--- config.mk ---
export PLATFORM = sky130hd
export DESIGN_NAME = pointer_regs_and_call_stack
export DESIGN_NICKNAME = d
export VERILOG_FILES = /design/src/logic/ptr_stack_pkg.sv /design/src/logic/pointer_regs_and_call_stack.sv
export VERILOG_INCLUDE_DIRS = /design/src /design/src/logic
export SDC_FILE = /design/constraint.sdc
export NUM_CORES = 1
export LEC_CHECK = 0
export ABC_AREA = 1
export BUFFER_PORTS_ARGS = -buffer_cell sky130_fd_sc_hd__buf_2
export CORE_MARGIN = 2
export CORE_UTILIZATION = 40
export DETAILED_ROUTE_END_ITERATION = 6
export PLACE_DENSITY = 0.65
export SLEW_MARGIN = 20
export SYNTH_ARGS = -nofsm -noshare
export SYNTH_HDL_FRONTEND = slang
export SYNTH_SLANG_ARGS = --single-unit
--- constraint.sdc ---
create_clock -name sys_clk_i -period 2.6 [get_ports sys_clk_i]
set_clock_uncertainty 0.15 [all_clocks]
set_input_delay 0.39 -clock sys_clk_i [delete_from_list [all_inputs] [get_ports sys_clk_i]]
set_output_delay 0.39 -clock sys_clk_i [all_outputs]
set_load 0.01 [all_outputs]
--- src/logic/ptr_stack_params.svh ---
// Purpose: constants for the pointer registers and return stack block
// Assumes: classic Wishbone slave, byte data in the low 8 bits of a word
// Notes: printed offsets are not all multiples of four, so address = 4 * index
`ifndef PTR_STACK_PARAMS_SVH
`define PTR_STACK_PARAMS_SVH
// ==========================================================
// register indices (byte address = index * 4)
`define IDX_TABLE_HIGH   8'h82
`define IDX_PTR_LOW      8'h83
`define IDX_PTR_HIGH     8'h84
`define IDX_STACK_INDEX  8'hDF
`define IDX_ENTRY_BASE   8'hF0
`define IDX_EVT_STATUS   8'hE0
`define IDX_EVT_CLEAR    8'hE1
`define IDX_EVT_ENABLE   8'hE2
`define IDX_WORK_LO      8'h80
`define IDX_WORK_HI      8'h87
// ==========================================================
// field positions and reset values
`define GIE_BIT          7
`define STACK_PTR_RESET  3'h7
`define STACK_EMPTY      3'h7
`define GIE_RESET        1'b0
`define ENTRY_RESET      8'h00
`define EVT_PUSH         0
`define EVT_POP          1
`define EVT_WRAP         2
`define EVT_WIDTH        3
`endif

--- src/logic/ptr_stack_pkg.sv ---
// Purpose: types shared by the pointer and stack block
// Assumes: nothing beyond the params header
// Notes: types only; numbers live in the header
package ptr_stack_pkg;
   typedef enum logic [2:0]
   {
      ADDR_IMMEDIATE = 3'b001,
      ADDR_DIRECT    = 3'b010,
      ADDR_INDIRECT  = 3'b100
   } addr_mode_t;
   typedef enum logic [1:0]
   {
      WB_IDLE = 2'b01,
      WB_ACK  = 2'b10
   } wb_state_t;
endpackage

--- src/logic/pointer_regs_and_call_stack.sv ---
// Purpose: pointer pair, table-high register, addressing and return stack
// Assumes: sequencer gives one-cycle strobes; Wishbone classic slave
// Notes: stack overflow silently wraps; events drive the interrupt line
//        bus writes land on the ack edge; read data is registered a cycle early
//        pointer and table registers reset to zero by choice
//
// The Wishbone interface to the registers was chosen for this implementation.
`timescale 1ns/10ps
`include "ptr_stack_params.svh"
module pointer_regs_and_call_stack
   import ptr_stack_pkg::*;
(
   input  wire logic        sys_clk_i,
   input  wire logic        rst_i,
   // wishbone classic slave
   input  wire logic        wb_cyc_i,
   input  wire logic        wb_stb_i,
   input  wire logic        wb_we_i,
   input  wire logic [9:0]  wb_adr_i,
   input  wire logic [3:0]  wb_sel_i,
   input  wire logic [31:0] wb_dat_i,
   output logic      [31:0] wb_dat_o,
   output logic             wb_ack_o,
   output logic             irq_o,
   // sequencer side
   input  wire logic        core_wr_i,
   input  wire logic [7:0]  core_wr_idx_i,
   input  wire logic [7:0]  core_wr_data_i,
   input  wire logic [2:0]  addr_mode_i,
   input  wire logic        use_alt_pair_i,
   input  wire logic [7:0]  direct_addr_i,
   input  wire logic [7:0]  alt_high_i,
   input  wire logic [7:0]  alt_low_i,
   output logic      [15:0] ram_addr_o,
   output logic             imm_write_ok_o,
   input  wire logic        table_read_i,
   input  wire logic [15:0] prog_word_i,
   output logic      [15:0] prog_addr_o,
   output logic      [7:0]  table_low_o,
   output logic             table_low_valid_o,
   input  wire logic        push_i,
   input  wire logic        pop_i,
   input  wire logic [11:0] pc_i,
   output logic      [11:0] pc_restore_o,
   output logic             pc_restore_valid_o,
   output logic             global_irq_enable_o
);
   // ==========================================================
   // storage
   // pointer and table registers have no defined power-up value in the core;
   // zero is used so reads after reset are repeatable, software must not
   // rely on it
   logic [7:0]  table_high_byte;
   logic [7:0]  pointer_low_byte;
   logic [7:0]  pointer_high_byte;
   logic [2:0]  stack_ptr;
   logic        global_irq_enable;
   logic [3:0]  entry_upper [0:7];
   logic [7:0]  entry_lower [0:7];
   logic [`EVT_WIDTH-1:0] evt_status;
   logic [`EVT_WIDTH-1:0] evt_enable;
   wb_state_t   wb_state;

   // ==========================================================
   // bus decode
   logic [7:0] bus_idx;
   logic       bus_req;
   logic       bus_wr;
   logic       entry_hit;
   logic [2:0] entry_n;
   logic       entry_is_low;
   assign bus_idx      = wb_adr_i[9:2];
   assign bus_req      = wb_cyc_i && wb_stb_i && (wb_state == WB_IDLE);
   // write lands on the ack edge, while the master still holds the request
   assign bus_wr       = wb_cyc_i && wb_stb_i && (wb_state == WB_ACK)
                         && wb_we_i && wb_sel_i[0];
   assign entry_hit    = (bus_idx[7:4] == 4'(`IDX_ENTRY_BASE >> 4));
   // even index is upper, odd is lower, pair n per two slots
   assign entry_n      = bus_idx[3:1];
   assign entry_is_low = bus_idx[0];

   // ack one cycle after request, then drop for a cycle
   always_ff @(posedge sys_clk_i)
   begin
      if (rst_i)
         wb_state <= WB_IDLE;
      else
      begin
         case (wb_state)
            WB_IDLE:
               if (bus_req)
                  wb_state <= WB_ACK;
            // ack stands one cycle; idle forces a gap before the next request
            WB_ACK:
               wb_state <= WB_IDLE;
            default:
               wb_state <= WB_IDLE;
         endcase
      end
   end
   assign wb_ack_o = (wb_state == WB_ACK);

   // ==========================================================
   // pointer and table registers
   logic core_hit_th;
   logic core_hit_pl;
   logic core_hit_ph;
   assign core_hit_th = core_wr_i && (core_wr_idx_i == `IDX_TABLE_HIGH);
   assign core_hit_pl = core_wr_i && (core_wr_idx_i == `IDX_PTR_LOW);
   assign core_hit_ph = core_wr_i && (core_wr_idx_i == `IDX_PTR_HIGH);

   // plain working registers, core write wins over bus
   // a bus write that meets a core write to the same register in one cycle is lost
   always_ff @(posedge sys_clk_i)
   begin
      if (rst_i)
      begin
         pointer_low_byte  <= `ENTRY_RESET;
         pointer_high_byte <= `ENTRY_RESET;
      end
      else
      begin
         if (core_hit_pl)
            pointer_low_byte <= core_wr_data_i;
         else if (bus_wr && bus_idx == `IDX_PTR_LOW)
            pointer_low_byte <= wb_dat_i[7:0];
         if (core_hit_ph)
            pointer_high_byte <= core_wr_data_i;
         else if (bus_wr && bus_idx == `IDX_PTR_HIGH)
            pointer_high_byte <= wb_dat_i[7:0];
      end
   end

   // table read loads upper byte here
   // the table read in flight beats both plain writers
   always_ff @(posedge sys_clk_i)
   begin
      if (rst_i)
         table_high_byte <= `ENTRY_RESET;
      else if (table_read_i)
         table_high_byte <= prog_word_i[15:8];
      else if (core_hit_th)
         table_high_byte <= core_wr_data_i;
      else if (bus_wr && bus_idx == `IDX_TABLE_HIGH)
         table_high_byte <= wb_dat_i[7:0];
   end

   // low byte to accumulator, registered
   // the accumulator takes the low byte along with the valid pulse
   always_ff @(posedge sys_clk_i)
   begin
      if (rst_i)
      begin
         table_low_o       <= `ENTRY_RESET;
         table_low_valid_o <= 1'b0;
      end
      else
      begin
         table_low_valid_o <= table_read_i;
         if (table_read_i)
            table_low_o <= prog_word_i[7:0];
      end
   end

   // program address from pointer pair
   // combinational, so a pointer write is seen by the next table read
   assign prog_addr_o = {pointer_high_byte, pointer_low_byte};

   // ==========================================================
   // addressing modes (combinational address for sequencer)
   always_comb
   begin
      ram_addr_o = 16'h0000;
      case (addr_mode_i)
         ADDR_DIRECT:
            ram_addr_o = {8'h00, direct_addr_i};
         ADDR_INDIRECT:
            ram_addr_o = use_alt_pair_i ? {alt_high_i, alt_low_i}
                                        : {pointer_high_byte, pointer_low_byte};
         // immediate store targets the working register named in the opcode
         ADDR_IMMEDIATE:
            ram_addr_o = {8'h00, direct_addr_i};
         default:
            ram_addr_o = 16'h0000;
      endcase
   end

   // immediate only to working registers
   // outside the window the sequencer must refuse the immediate store
   assign imm_write_ok_o = (addr_mode_i == ADDR_IMMEDIATE)
                           && (direct_addr_i >= `IDX_WORK_LO)
                           && (direct_addr_i <= `IDX_WORK_HI);

   // ==========================================================
   // return stack
   // push beats pop when both strobe; the sequencer never asks for both,
   // so this only pins down the outcome instead of leaving it open
   // limitation: a ninth push silently overwrites the oldest entry
   logic [2:0] pop_slot;
   logic       do_push;
   logic       do_pop;
   assign do_push  = push_i;
   assign do_pop   = pop_i && !push_i;
   // pop reads slot above current pointer
   assign pop_slot = stack_ptr + 3'h1;

   // pointer moves, wraps mod eight
   // a software rewrite of the pointer yields to a push or pop in flight
   always_ff @(posedge sys_clk_i)
   begin
      if (rst_i)
         stack_ptr <= `STACK_PTR_RESET;
      else if (do_push)
         stack_ptr <= stack_ptr - 3'h1;
      else if (do_pop)
         stack_ptr <= pop_slot;
      else if (bus_wr && bus_idx == `IDX_STACK_INDEX)
         stack_ptr <= wb_dat_i[2:0];
   end

   // global enable, reset zero
   // shares the index register with the pointer, but not its writers
   always_ff @(posedge sys_clk_i)
   begin
      if (rst_i)
         global_irq_enable <= `GIE_RESET;
      else if (bus_wr && bus_idx == `IDX_STACK_INDEX)
         global_irq_enable <= wb_dat_i[`GIE_BIT];
   end
   assign global_irq_enable_o = global_irq_enable;

   // push saves 12-bit PC into slot
   // a push and a bus write to an entry in one cycle: the push wins
   always_ff @(posedge sys_clk_i)
   begin
      if (rst_i)
      begin
         for (int i = 0; i < 8; i++)
         begin
            entry_upper[i] <= 4'h0;
            entry_lower[i] <= `ENTRY_RESET;
         end
      end
      else if (do_push)
      begin
         entry_upper[stack_ptr] <= pc_i[11:8];
         entry_lower[stack_ptr] <= pc_i[7:0];
      end
      else if (bus_wr && entry_hit)
      begin
         if (entry_is_low)
            entry_lower[entry_n] <= wb_dat_i[7:0];
         else
            entry_upper[entry_n] <= wb_dat_i[3:0];
      end
   end

   // pop reloads PC, registered
   // valid is a one-cycle pulse; the sequencer takes the address with it
   always_ff @(posedge sys_clk_i)
   begin
      if (rst_i)
      begin
         pc_restore_o       <= 12'h000;
         pc_restore_valid_o <= 1'b0;
      end
      else
      begin
         pc_restore_valid_o <= do_pop;
         if (do_pop)
            pc_restore_o <= {entry_upper[pop_slot], entry_lower[pop_slot]};
      end
   end

   // ==========================================================
   // events: push, pop, wrap on reaching full (each drives irq_o when enabled)
   logic [`EVT_WIDTH-1:0] evt_set;
   logic [`EVT_WIDTH-1:0] evt_clr;
   // one set strobe per event; wrap marks the push that fills the last slot
   always_comb
   begin
      evt_set            = '0;
      evt_set[`EVT_PUSH] = do_push;
      evt_set[`EVT_POP]  = do_pop;
      evt_set[`EVT_WRAP] = do_push && (stack_ptr == 3'h0);
   end
   // write-one-to-clear; the clear register itself holds nothing
   assign evt_clr = (bus_wr && bus_idx == `IDX_EVT_CLEAR)
                    ? wb_dat_i[`EVT_WIDTH-1:0] : '0;

   // set wins over a clear in the same cycle
   always_ff @(posedge sys_clk_i)
   begin
      if (rst_i)
         evt_status <= '0;
      else
         evt_status <= (evt_status & ~evt_clr) | evt_set;
   end

   // enable mask, same layout as the status bits
   always_ff @(posedge sys_clk_i)
   begin
      if (rst_i)
         evt_enable <= '0;
      else if (bus_wr && bus_idx == `IDX_EVT_ENABLE)
         evt_enable <= wb_dat_i[`EVT_WIDTH-1:0];
   end
   // level output, drops as soon as software clears or masks the bit
   assign irq_o = |(evt_status & evt_enable);

   // ==========================================================
   // read data, registered on the request cycle; unmapped reads zero
   always_ff @(posedge sys_clk_i)
   begin
      if (rst_i)
         wb_dat_o <= 32'h0000_0000;
      else if (bus_req)
      begin
         wb_dat_o <= 32'h0000_0000;
         if (entry_hit)
         begin
            wb_dat_o[7:0] <= entry_is_low ? entry_lower[entry_n]
                                          : {4'h0, entry_upper[entry_n]};
         end
         else
         begin
            // the clear register is write-only and falls to the zero default
            case (bus_idx)
               `IDX_TABLE_HIGH:  wb_dat_o[7:0] <= table_high_byte;
               `IDX_PTR_LOW:     wb_dat_o[7:0] <= pointer_low_byte;
               `IDX_PTR_HIGH:    wb_dat_o[7:0] <= pointer_high_byte;
               `IDX_STACK_INDEX: wb_dat_o[7:0] <= {global_irq_enable, 4'h0, stack_ptr};
               `IDX_EVT_STATUS:  wb_dat_o[`EVT_WIDTH-1:0] <= evt_status;
               `IDX_EVT_ENABLE:  wb_dat_o[`EVT_WIDTH-1:0] <= evt_enable;
               default:          wb_dat_o <= 32'h0000_0000;
            endcase
         end
      end
   end
endmodule

-- Word-level counts from Yosys, hierarchy flattened
Memories as Yosys holds them, arrays and structs flattened. A register that Yosys moved wholly into a read port is not among the register bits.
Index checks and enable logic that the tools add are counted.
W data, S select, Z words.
- register bits: 54
- word-level logic and storage cells: 115
- bits in writable memories: 96
- memories: 2
- eq/ne operators: 16
- bitwise operators: 5
- $add $sub $neg: 2
- order comparisons: 2
- reductions and logical operators: 32
- muxes and demuxes: 44
- memories (memory ; words ; width ; read ports ; clocked after Yosys merged registers in ; write ports ; RTL line ; text):
    entry_lower ; 8 ; 8 ; 2 ; 1 ; 8 ; pointer_regs_and_call_stack.sv:59 ; logic [7:0] entry_lower [0:7];
    entry_upper ; 8 ; 4 ; 2 ; 1 ; 8 ; pointer_regs_and_call_stack.sv:58 ; logic [3:0] entry_upper [0:7];
- operator list (operator ; count):
    $mux W8 ; 11
    $eq A8 B8 Y1 const B ; 10
    $pmux W16 S2 ; 1
    $mux W3 ; 8
    $pmux W5 S4 ; 1
    $logic_and A1 B1 Y1 ; 19
    $mux W1 ; 19
    $pmux W3 S6 ; 1
    $mux W16 ; 1
    $reduce_or A8 Y1 ; 2
    $ge A8 B8 Y1 const B ; 1
    $le A8 B8 Y1 const B ; 1
    $mux W4 ; 2
    $reduce_or A4 Y1 ; 2
    $and A3 B3 Y3 ; 2
    $reduce_bool A3 Y1 ; 2
    $eq A4 B4 Y1 const B ; 1
    $reduce_bool A2 Y1 ; 2
    $reduce_or A2 Y1 ; 2
    $add A3 B1 Y3 const B ; 1
    $eq A3 B1 Y1 const B ; 1
    $eq A3 B2 Y1 const B ; 1
    $eq A3 B3 Y1 const B ; 1
    $logic_not A3 Y1 ; 1
    8 further kinds ; 8

-- Logic depth before layout (Yosys ltp)
- depth in word-level cells: 11
- depth in mapped cells: 13
- depth with buffers taken out: 11

-- Least setup slack after synthesis
Ideal clock, no wire load.
- path kind: in2reg
- from: input port wb_adr_i[2]
- to: memory entry_lower[1][0] (enable)
- required time: 2.066 ns
- library setup time: 0.384 ns
- path slack: 0.144 ns
- cell stages on the path: 8
- arrival: 1.922 ns
- path through: buf_4 > inv_1 > nor2_2 > nand3_2 > buf_6 > nand2_1 > nand2_2 > o21ai_0
- RTL lines (what ; RTL line ; text):
    from (decl) ; pointer_regs_and_call_stack.sv:19 ; input wire logic [9:0] wb_adr_i,
    to (decl) ; pointer_regs_and_call_stack.sv:59 ;

==> summary.md <==
| Metric | Value |
|---|---|
| Static Leak | `5.48 nW` |
| DRC viols | `0` |
| Initial antenna violation count | `2` |
| Slew Viols, Final | `0` |
| Tmin final | `2.36 ns` |
| Num Clock Sinks | `162` |
| Status | `finished clean` |
| Resized cells post-CTS | `0` |
| Worst-Margin Slew | `0.629 ns` |
| FP Rows | `56` |
| Count of yosys warnings during synthesis | `0` |
| Final worst-path cycle share | `90.8%` |
| Final core occ | `48.8%` |
| First-pass GRT wire length | `47,200 µm` |
| Die Wd | `159 µm` |
| FF+latch count, synth | `162` |
| Final setup vio count | `0` |
| Grt total ovfl | `0` |
| Die footprint | `25,300 µm²` |
| Clock Path Buffers | `2` |
| Boundary Pins | `217` |
| Startpoint types | `flop` |
| Async S/R FF share, synth | `0%` |
| CTS Buf Count | `17` |
| Worst-Skew Late Latency | `0.45 ns` |
| Drt via density | `5.15` |
| Post-Route WL | `30,400 µm` |
| Setup_tns | `0 ns` |
| Core box area | `23,500 µm²` |
| Filler cell count | `2,392` |
| Sequential area share after synthesis | `43.7%` |
| Power per cell area | `564 nW/µm²` |
| Area of placed instances | `10,900 µm²` |
| Die height | `159 µm` |
| Number of global-route vias before repair | `8,939` |
| Top-count cell post-synth | `nand2_1` |
| DP Wirelength | `23,100 µm` |
| Synthesized instance count | `1,362` |
| EDFF count, synth | `96` |
| Clock Tree Root | `clkbuf_16` |
| RSZ-0062 raised after global routing | `false` |
| Req. time, crit path | `2.55 ns` |
| Buffers on Ports | `163` |
| Distinct cells, synth | `39` |
| Share of cells above drive strength 1 | `19.2%` |
| Postcts setup bufs | `0` |
| Top post-synthesis cells by count | `322 x nand2_1, 218 x nor2_1, 140 x inv_1, 128 x o21ai_0, 96 x edfxtp_1` |
| CTS tree | `built` |
| Wire length per cell | `16.2 µm` |
| Pin count of the biggest net entering global routing | `44` |
| GRT Total Usage | `23.7%` |
| Drt pass-1 iters | `5` |
| Clock transition at the registers of the reported paths | `0.07 ns` |
| Leading area contributor after synthesis | `edfxtp_1` |
| Max Cap Violations | `0` |
| Avg Inst Size Synth | `7.07 µm²` |
| 1st-iter DRT viols | `908` |
| Fin nets | `1,669` |
| Worst Path Max Fanout | `10` |
| Worst Setup End Kind | `flop` |
| Worst vdd rail ir drop | `0.459 mV` |
| Fmax | `0.423 GHz` |
| Synthesized cell area | `9630 µm²` |
| Setup CP Type | `reg2reg` |
| Main synth FF type | `edfxtp_1` |
| Placer Congestion | `0.920` |
| WP data arrival | `2.31 ns` |
| Relative slew slack | `58.0%` |
| Hold buffer count at cts | `0` |
| Cell area after layout | `11,500 µm²` |
| Largest cells by area after synthesis | `edfxtp_1 30%, dfxtp_1 14%, nand2_1 13%` |
| Initial core utilization | `40.9%` |
| Area Growth Syn to Fin | `19.4%` |
| HP Class | `in2reg` |
| Final Hold Vio Count | `0` |
| CTS HTree Levels | `4` |
| Share of the synthesized area in the top cell type | `29.9%` |
| Routed Antenna Nets | `0` |
| Total number of vias | `9,655` |
## worst paths after layout
path | cells past startpoint | slack [ns] | endpoint | startpoint
setup reg to reg | 11 | 0.24 | entry_lower[7][2] | wb_state[1]
hold reg to reg | 2 | 0.35 | evt_status[2] | evt_status[2]
setup / recovery | 11 | 0.24 | entry_lower[7][2] | wb_state[1]
hold / removal | 3 | 0.02 | table_low_o[1] | prog_word_i[1]
## kinds of logic (layout without fill, tap and decap cells)
group           count (synthesis)  after routing  synth area share (%)
compound gates                235            235                  13.6
xor+xnor                        2              2                 0.182
fa+ha+maj                       3              3                 0.390
buf+inv                       238            405                  10.8
flops                         162            162                  43.7
other cells                     1             26                0.0390
simple gates                  721            721                  31.3
## registers in the layout, summed over array words and instances, names as in the netlist
signal and count:
wb_state 2, pc_restore_valid_o 1, pointer_low_byte 8, stack_ptr 3, entry_lower 64, evt_enable 3
pc_restore_o 12, global_irq_enable_o 1, evt_status 3, pointer_high_byte 8, table_high_byte 8, wb_dat_o 8
entry_upper 32, table_low_valid_o 1, table_low_o 8
## stage by stage
stage,hold WS (ns),worst slack (ns),cells,power [W]
6_report,0.0153,0.239,1873,0.00648
5_1_grt,0.0296,0.0683,1873,0.00674
4_1_cts,0.0136,0.246,1871,0.00648
3_5_place_dp,0.334,0.101,1839,0.00414
3_3_place_gp,0.323,0.147,1839,0.00412
2_1_floorplan,0.313,0.144,1385,0.00369
## worst max-delay path, cell delays in order, from the launching register on
cell and delay [ns]:
dfxtp_1 0.31, inv_1 0.05, nor2_2 0.08, nand2_1 0.09, nor2_4 0.24, buf_4 0.18
nand4_1 0.12, nand2_1 0.12, nand2_2 0.14, inv_1 0.14, nand2_2 0.06, nand2_1 0.33
## placed cells by master (no fill, tap or decap), types with 2 or more instances in the layout
master,instances
nand2_1,322
diode_2,2
buf_2,163
o22ai_1,4
clkinvlp_4,3
o32ai_1,2
clkinv_4,4
a211oi_1,3
nor2_4,4
clkinv_1,5
xnor2_1,2
inv_1,140
nor3_1,58
inv_6,4
edfxtp_1,96
ha_1,3
o211ai_1,16
inv_8,2
nand3_1,87
nand2_2,10
nor2_2,5
a21oi_1,63
buf_4,65
o21ai_0,128
o31ai_1,5
o21ai_2,12
clkbuf_16,17
dfxtp_1,65
nor2_1,218
conb_1,24
nand4_1,9
nor3_2,2
## area by class of cell
| cell class | count | area [µm²] | share of cell area (%) |
|---|---|---|---|
| flip-flops and latches | 162 | 4210 | 36.6 |
| well taps | 319 | 399 | 3.47 |
| clock buffers | 17 | 425 | 3.70 |
| inverters | 144 | 541 | 4.70 |
| clock inverters | 15 | 123 | 1.07 |
| diodes | 2 | 5.00 | 0.0435 |
| multi-input cells | 985 | 4480 | 38.9 |
| repair buffers | 229 | 1320 | 11.5 |
## power by group
group	internal (W)	switching [W]	total, W
Combinational	0.000393	0.000789	0.00118
Clock	0.00124	0.00114	0.00238
Sequential	0.00285	0.0000653	0.00292
Total	0.00449	0.00199	0.00648
## routing by layer
layer	global-route usage, %	up-vias	routed length, µm
met5	0	-	0
met4	8.60	0	750
met3	4.87	55	2430
met2	39.5	436	14400
met1	30.6	4395	12800
li1	-	4769	-
Note: power is estimated with default switching activity, not from simulation.
